### config.mk
export PLATFORM = sky130hd
export DESIGN_NAME = fac_top
export DESIGN_NICKNAME = d
export VERILOG_FILES = /design/src/fac_pkg.sv /design/src/fac_top.sv /design/src/fac_unit.sv
export SDC_FILE = /design/constraint.sdc
export NUM_CORES = 1
export LEC_CHECK = 0
export BUFFER_PORTS_ARGS = -buffer_cell sky130_fd_sc_hd__buf_2
export CAP_MARGIN = 40
export CORE_UTILIZATION = 50
export DETAILED_ROUTE_END_ITERATION = 10
export PLACE_DENSITY = 0.73
export SETUP_SLACK_MARGIN = 0.1
export SLEW_MARGIN = 20
export SYNTH_ARGS = -nofsm -noshare
export SYNTH_HDL_FRONTEND = slang
export SYNTH_HIERARCHICAL = 1
export SYNTH_SLANG_ARGS = --single-unit
### constraint.sdc
create_clock -name sys_clk -period 2.9 [get_ports sys_clk]
set_input_delay 0.145 -clock sys_clk [delete_from_list [all_inputs] [get_ports sys_clk]]
set_output_delay 0.145 -clock sys_clk [all_outputs]
set_load 0.05 [all_outputs]
### src/fac_pkg.sv
package fac_pkg;
   localparam int FAC_MAX_FILTERS   = 4;
   localparam int FAC_ID_W_DEF      = 8;
   localparam int FAC_VNET_W        = 4;
   localparam int FAC_ADDR_W        = 8;
   // register byte offsets, per filter stride 0x10
   localparam logic [7:0] FAC_OFS_STATUS = 8'h00;
   localparam logic [7:0] FAC_OFS_MASK   = 8'h04;
   localparam logic [7:0] FAC_OFS_CLEAR  = 8'h08;
   localparam logic [7:0] FAC_OFS_BASE   = 8'h10;
   localparam logic [7:0] FAC_STRIDE     = 8'h10;
   localparam logic [7:0] FAC_OFS_ATTR   = 8'h00;
   localparam logic [7:0] FAC_OFS_IDENT  = 8'h04;
   // field positions
   localparam int FAC_BIT_WRITE     = 24;
   localparam int FAC_BIT_NONSEC    = 21;
   localparam int FAC_BIT_PRIV      = 20;
   localparam int FAC_VNET_LSB      = 24;
   localparam int FAC_ID_LSB        = 0;
   localparam logic [31:0] FAC_ZERO = 32'h0000_0000;
endpackage

### src/fac_top.sv
`timescale 1ns/1ps
// Behaviour
// - capture regardless of interrupt enabling
// - first failure after reset or clear
// - permission failure or overlap triggers capture
// - no update while status flag set
// - bit 24 direction, 1 write
// - bit 21 security, 1 non-secure
// - bit 20 privilege, 1 privileged
// - bits 27:24 virtual network number
// - low bits transaction id
// - separate capture registers per filter
// - one to four filter units
module fac_top
   import fac_pkg::*;
#(
   parameter int NUM_FILTERS = fac_pkg::FAC_MAX_FILTERS,
   parameter int ID_W        = fac_pkg::FAC_ID_W_DEF
) (
   input  wire logic                                   sys_clk,
   input  wire logic                                   sys_rst,
   input  wire logic [NUM_FILTERS-1:0]                 perm_fail,
   input  wire logic [NUM_FILTERS-1:0]                 region_overlap,
   input  wire logic [NUM_FILTERS-1:0]                 acc_write,
   input  wire logic [NUM_FILTERS-1:0]                 acc_nonsec,
   input  wire logic [NUM_FILTERS-1:0]                 acc_priv,
   input  wire logic [NUM_FILTERS*fac_pkg::FAC_VNET_W-1:0] read_virtual_network,
   input  wire logic [NUM_FILTERS*fac_pkg::FAC_VNET_W-1:0] write_virtual_network,
   input  wire logic [NUM_FILTERS*ID_W-1:0]            acc_id,
   input  wire logic [fac_pkg::FAC_ADDR_W-1:0]         reg_addr,
   input  wire logic [31:0]                            reg_wdata,
   input  wire logic                                   reg_wr,
   input  wire logic                                   reg_rd,
   output logic [31:0]                                 reg_rdata,
   output logic                                        irq
);
   import fac_pkg::*;

   logic [NUM_FILTERS-1:0] status;
   logic [NUM_FILTERS-1:0] mask_r;
   logic [NUM_FILTERS-1:0] clear_w;
   logic [NUM_FILTERS-1:0] fail_any;
   logic [31:0]            attr_w  [NUM_FILTERS];
   logic [31:0]            ident_w [NUM_FILTERS];
   logic [31:0]            rd_mux;
   logic [31:0]            rdata_r;
   logic                   wr_clear;
   logic                   wr_mask;

   assign wr_clear = reg_wr && (reg_addr == FAC_OFS_CLEAR);
   assign clear_w  = wr_clear ? reg_wdata[NUM_FILTERS-1:0] : '0;
   assign wr_mask  = reg_wr && (reg_addr == FAC_OFS_MASK);

   if (NUM_FILTERS < 1 || NUM_FILTERS > FAC_MAX_FILTERS) begin : g_bad_count
      $error("filter count out of range");
   end
   // id field must stay below the network number field
   if (ID_W < 1 || ID_W > FAC_VNET_LSB) begin : g_bad_id_w
      $error("transaction id width out of range");
   end

   for (genvar g = 0; g < NUM_FILTERS; g++) begin : g_flt
      logic [FAC_VNET_W-1:0] vnet;
      assign vnet = acc_write[g] ? write_virtual_network[g*FAC_VNET_W +:
                                                          FAC_VNET_W]
                                 : read_virtual_network[g*FAC_VNET_W +:
                                                         FAC_VNET_W];
      assign fail_any[g] = perm_fail[g] | region_overlap[g];
      fac_unit #(.ID_W(ID_W)) u_unit (
         .sys_clk    (sys_clk),
         .sys_rst    (sys_rst),
         .fail_event (fail_any[g]),
         .clear      (clear_w[g]),
         .acc_write  (acc_write[g]),
         .acc_nonsec (acc_nonsec[g]),
         .acc_priv   (acc_priv[g]),
         .acc_vnet   (vnet),
         .acc_id     (acc_id[g*ID_W +: ID_W]),
         .status_r   (status[g]),
         .attr_r     (attr_w[g]),
         .ident_r    (ident_w[g])
      );
   end

   always_ff @(posedge sys_clk or posedge sys_rst) begin
      if (sys_rst) begin
         mask_r <= '0;
      end else if (wr_mask) begin
         mask_r <= reg_wdata[NUM_FILTERS-1:0];
      end
   end

   // read decode; unmapped reads zero
   always_comb begin
      rd_mux = FAC_ZERO;
      if (reg_addr == FAC_OFS_STATUS)
         rd_mux[NUM_FILTERS-1:0] = status;
      else if (reg_addr == FAC_OFS_MASK)
         rd_mux[NUM_FILTERS-1:0] = mask_r;
      for (int i = 0; i < NUM_FILTERS; i++) begin
         if (reg_addr == FAC_OFS_BASE + 8'(i) * FAC_STRIDE + FAC_OFS_ATTR)
            rd_mux = attr_w[i];
         if (reg_addr == FAC_OFS_BASE + 8'(i) * FAC_STRIDE + FAC_OFS_IDENT)
            rd_mux = ident_w[i];
      end
   end

   // data valid only in the cycle after the strobe
   always_ff @(posedge sys_clk or posedge sys_rst) begin
      if (sys_rst) begin
         rdata_r <= FAC_ZERO;
      end else begin
         rdata_r <= reg_rd ? rd_mux : FAC_ZERO;
      end
   end
   assign reg_rdata = rdata_r;
   assign irq = |(status & mask_r);

   // checked on the irq output itself, the cycle after an enabled failure on filter 0
   a_irq_level : assert property (@(posedge sys_clk) disable iff (sys_rst)
      fail_any[0] && mask_r[0] && !wr_mask |=> irq)
      else $error("enabled failure raised no interrupt");
   a_set_wins : assert property (@(posedge sys_clk) disable iff (sys_rst)
      fail_any[0] && clear_w[0] |=> status[0])
      else $error("clear beat a new failure");
   a_vnet_pick : assert property (@(posedge sys_clk) disable iff (sys_rst)
      fail_any[0] && !status[0] |=>
      ident_w[0][FAC_VNET_LSB +: FAC_VNET_W] == ($past(acc_write[0]) ?
      $past(write_virtual_network[FAC_VNET_W-1:0]) :
      $past(read_virtual_network[FAC_VNET_W-1:0])))
      else $error("network number from wrong channel");
   a_clear_rearm : assert property (@(posedge sys_clk) disable iff (sys_rst)
      wr_clear && reg_wdata[0] && !fail_any[0] |=> !status[0])
      else $error("clear did not rearm");
   a_overlap_set : assert property (@(posedge sys_clk) disable iff (sys_rst)
      region_overlap[0] |=> status[0])
      else $error("overlap not captured");
   a_mask_indep : assert property (@(posedge sys_clk) disable iff (sys_rst)
      perm_fail[0] && !status[0] && !mask_r[0] |=>
      attr_w[0][FAC_BIT_PRIV] == $past(acc_priv[0]))
      else $error("masked failure not captured");
   a_nonsec_cap : assert property (@(posedge sys_clk) disable iff (sys_rst)
      fail_any[0] && !status[0] |=>
      attr_w[0][FAC_BIT_NONSEC] == $past(acc_nonsec[0]))
      else $error("security bit wrong");
   a_rd_timing : assert property (@(posedge sys_clk) disable iff (sys_rst)
      !reg_rd |=> reg_rdata == FAC_ZERO)
      else $error("read data outside read slot");
   c_capture : cover property (@(posedge sys_clk) disable iff (sys_rst)
      fail_any[0] && !status[0]);
   c_frozen : cover property (@(posedge sys_clk) disable iff (sys_rst)
      fail_any[0] && status[0]);
   c_rearm : cover property (@(posedge sys_clk) disable iff (sys_rst)
      status[0] ##1 !status[0] ##[1:20] status[0]);
   c_set_clear : cover property (@(posedge sys_clk) disable iff (sys_rst)
      fail_any[0] && clear_w[0]);
endmodule

### src/fac_unit.sv
`timescale 1ns/1ps
module fac_unit
   import fac_pkg::*;
#(
   parameter int ID_W = fac_pkg::FAC_ID_W_DEF
) (
   input  wire logic                  sys_clk,
   input  wire logic                  sys_rst,
   input  wire logic                  fail_event,
   input  wire logic                  clear,
   input  wire logic                  acc_write,
   input  wire logic                  acc_nonsec,
   input  wire logic                  acc_priv,
   input  wire logic [FAC_VNET_W-1:0] acc_vnet,
   input  wire logic [ID_W-1:0]       acc_id,
   output logic                       status_r,
   output logic [31:0]                attr_r,
   output logic [31:0]                ident_r
);
   logic        load;
   logic [31:0] attr_nxt;
   logic [31:0] ident_nxt;

   assign load = fail_event && !status_r;

   always_comb begin
      attr_nxt = FAC_ZERO;
      ident_nxt = FAC_ZERO;
      attr_nxt[FAC_BIT_WRITE] = acc_write;
      attr_nxt[FAC_BIT_NONSEC] = acc_nonsec;
      attr_nxt[FAC_BIT_PRIV] = acc_priv;
      ident_nxt[FAC_VNET_LSB +: FAC_VNET_W] = acc_vnet;
      ident_nxt[FAC_ID_LSB +: ID_W] = acc_id;
   end

   always_ff @(posedge sys_clk or posedge sys_rst) begin
      if (sys_rst) begin
         attr_r <= FAC_ZERO;
         ident_r <= FAC_ZERO;
      end else if (load) begin
         attr_r <= attr_nxt;
         ident_r <= ident_nxt;
      end
   end

   always_ff @(posedge sys_clk or posedge sys_rst) begin
      if (sys_rst) begin
         status_r <= 1'b0;
      end else if (fail_event) begin
         status_r <= 1'b1;
      end else if (clear) begin
         status_r <= 1'b0;
      end
   end

   a_frozen_hold : assert property (@(posedge sys_clk) disable iff (sys_rst)
      $past(status_r) && status_r |-> $stable(attr_r) && $stable(ident_r))
      else $error("capture changed while flagged");
   a_load_attr : assert property (@(posedge sys_clk) disable iff (sys_rst)
      fail_event && !status_r |=> attr_r[FAC_BIT_WRITE] == $past(acc_write)
      && ident_r[FAC_ID_LSB +: ID_W] == $past(acc_id))
      else $error("first failure not captured");
   a_status_set : assert property (@(posedge sys_clk) disable iff (sys_rst)
      fail_event |=> status_r)
      else $error("status not set on failure");
endmodule

==> results.txt <==
----------------------------------------------------
[Worst setup path]
  Critical path cell sequence ... buf_2 -> buf_4 -> and2b_1 -> a221oi_1 -> a2111oi_0 -> o221a_2
  Critical path buffers and inverters ... 2
  Slowest CP cell ... sky130_fd_sc_hd__a2111oi_0
  Delay-heaviest family, CP ... compound AO/OA/AOI/OAI gates
  CP Launch Type ... primary input
  Worst Reg-to-Reg Cells ... 2
  Slowest Stage Delay on Critical Path ... roughly 520 ps
  Required time at the endpoint of the critical path ... around 3200 ps
  Launch instance of the worst register-to-register path ... g_flt[2].u_unit/status_r
  Setup slack of the worst register-to-register path ... between 1000 and 1500 ps
  Type of the worst setup path ... primary input to register
  Endpoint of the worst-slack reg-to-reg timing path ... g_flt[2].u_unit/ident_r[27]
  Critical-path maximum fanout ... 33
  Endpoint type of the worst setup path ... register
  Worst endpoint data arrival time ... between 2000 and 2500 ps

[Timing]
  RSZ-0062 raised after global routing ... no
  Final Slew Violations ... 0
  Final setup vio count ... 0
  Transition time of the tightest slew-check pin ... 761.7 ps
  Minimum period implied by the final worst setup slack ... 1855 ps
  Fraction of the cycle the final worst path needs ... 0.6398
  Slew headroom ... 0.4917
  Total Neg Setup Slack ... 0 ps
  Achievable Freq ... around 0.54 GHz
  Final Skew ... roughly 4.2 ps
  Final hold violations ... 0

[Run status]
  Outcome ... complete, no violations

[Run]
  Max-cap check violation count ... 0

[Cells and area]
  Proportion of layout cells with a drive suffix above 1 ... 0.3132
  Layout net count ... 1081
  Area growth from synthesis to final layout ... 3.139%
  # diodes ... 0
  Register Area ... 2502 um^2
  Area of the multi-input gates ... roughly 4600 um^2
  Filler instances ... roughly 1500
  Number of non-filler instances in the completed layout ... approximately 1200

[Global routing]
  Total gr overflow ... 0
  Pin count of the biggest net entering global routing ... 70
  All-layer global routing usage ... 0.2259
  Initial antenna violation count ... 0
  Global-route wire length before repair ... between 30000 and 40000 um
  Via count of the first global-routing pass ... just under 6000

[Synthesis]
  Post-synth top flop ... sky130_fd_sc_hd__dfrtp_1
  Synth Register Bits ... 100
  Cell with the most instances after synthesis ... sky130_fd_sc_hd__buf_4
  Synth area leaders ... sky130_fd_sc_hd__dfrtp_1, sky130_fd_sc_hd__buf_4, sky130_fd_sc_hd__mux2_2, sky130_fd_sc_hd__mux2_4, sky130_fd_sc_hd__a21oi_1
  Synth top cells by count ... sky130_fd_sc_hd__buf_4, sky130_fd_sc_hd__dfrtp_1, sky130_fd_sc_hd__a21oi_1
  Yosys top cell by area ... sky130_fd_sc_hd__dfrtp_1
  Cell area after synthesis ... around 8400 um^2
  Asr flop ratio synth ... 1.000
  Synthesized netlist cell count ... ~860
  Sequential cell area fraction in the yosys report ... 0.2990
  Share of Yosys cell area claimed by the top area cell type ... 0.2990
  Average cell area after synthesis ... roughly 9.8 um^2
  Total number of yosys warnings ... 6
  Distinct cell type count of the synthesized netlist ... 70
  Count of flip-flops with a built-in enable after synthesis ... 0

[CTS]
  Number of buffers between clock root and the deepest sink ... 2
  CTS tree ... yes
  Later-pin clock latency in the skew report ... between 300 and 400 ps
  Number of buffers created by CTS ... 9
  CTS sink count ... 100
  Number of H-tree levels ... 3
  Clock Pin Slew Worst Setup and Hold Paths ... ~70 ps
  Master cell of the clock root buffer ... sky130_fd_sc_hd__clkbuf_16

[Min path]
  Hold wc startpoint ... reg_wdata[1]
  Type of the worst min-delay path ... primary input to register
  Destination of the worst hold path ... mask_r[1]
  WHS Path Cells ... 2

[Floorplan]
  Vertical die dimension ... between 100 and 150 um
  Initial core utilization ... 0.5194
  Area of the core ... about 16000 um^2
  Number of primary I/O pins ... ~160
  Row count ... between 40 and 50
  Overall die width ... between 100 and 150 um
  Die area ... 17260 um^2

[Routing]
  DR vias ... 6048
  DRC violation count after routing ... 0
  Detailed Route Iter0 Violations ... 508
  Number of iterations in the first detailed-routing pass ... 6
  Via/cell ratio ... 5.152
  Average wire per cell in the routed design ... 16.27 um
  Count of antenna-violating nets left after detailed routing ... 0
  WL final ... ~19000 um

[Power]
  Static power due to leakage ... between 4 and 5 nW
  Power density over the cells ... just under 400 nW/um^2
  Tot Pwr ... 3.382 mW
  Worst ir drop on vdd ... between 0.2 and 0.3 mV

[Placed design]
  Total instance count after detailed placement ... ~1200
  Port bufs ... between 100 and 150
  Placer congestion estimate ... approximately 0.85
  Detailed placer's ending HPWL ... around 13000 um

----------------------------------------------------
-- worst max-delay path by stage --
stage / startpoint / end / cells past startpoint
floorplan: reg_addr[4] / g_flt[0].u_unit/status_r / 7
global placement: reg_addr[4] / reg_rdata[7] / 6
detailed placement: reg_addr[5] / reg_rdata[4] / 4
CTS: reg_addr[5] / reg_rdata[4] / 4
global route: reg_addr[6] / reg_rdata[4] / 4
finish: reg_addr[4] / reg_rdata[7] / 6
-- per-stage QoR --
stage	instance area, um^2	setup slack [ps]	hold slack [ps]	utilization
CTS	8607	1085	7.920	0.5341
global route	8633	934.4	8.212	0.5357
detailed placement	8318	714.5	155.1	0.5161
finish	8633	1045	12.98	0.5357
floorplan	9091	1367	58.74	-
global placement	8290	775.9	316.9	0.5144
-- logic make-up after synthesis --
kind of cell	count (synthesis)	share of synthesized area
AO/OA/AOI/OAI	254	0.2130
buffers and inverters	293	0.2404
flip-flops	100	0.2990
multiplexers	114	0.1707
other	4	0.001793
AND/OR/NAND/NOR	91	0.07519
-- placed cells by master, fill, tap and decap left out, drive strengths merged, types with 7 or more instances in the layout --
cell / n
o21ai: 50
nor2: 12
mux2: 100
buf: 154
o211ai: 18
a222oi: 18
a21oi: 58
inv: 32
nand2: 7
a21o: 24
a211o: 8
clkbuf: 11
a32o: 18
o22ai: 18
dfrtp: 100
o221a: 10
and3b: 16
mux2i: 13
conb: 196
nand3: 13
nor3: 8
-- area by class of cell --
class | instances | share of cell area
Tap cell | 216 | 0.03130
Timing Repair Buffer | 155 | 0.1019
Sequential cell | 100 | 0.2899
Clock inverter | 5 | 0.004203
Inverter | 32 | 0.01391
Clock buffer | 11 | 0.02812
Multi-Input combinational cell | 655 | 0.5307
-- registers in the layout, summed over array words and instances, names as in the netlist --
register / cells
g_flt.u_unit/attr_r: 12
g_flt.u_unit/ident_r: 48
g_flt.u_unit/status_r: 4
mask_r: 4
reg_rdata: 32
-- routing by layer --
metal	global-route usage	wire length (um)
met1	0.3185	9280
met4	0.08463	454
met5	0	0
met2	0.3457	8411
met3	0.03781	954
-- repair_timing --
| item | 4_1_cts | 5_1_grt |
|---|---|---|
| hold buffers | 1 | 0 |
| resized for setup | 0 | 0 |
| buffers inserted | 0 | 0 |
| hold endpoints to repair | 65 | 0 |
-- report_power, final --
group	total (mW)	switching (mW)	internal, mW
Combinational	0.666	0.353	0.313
Clock	1.16	0.550	0.608
Sequential	1.56	0.0665	1.49
Total	3.38	0.969	2.41
No activity file was read; power rests on OpenSTA's default activity.
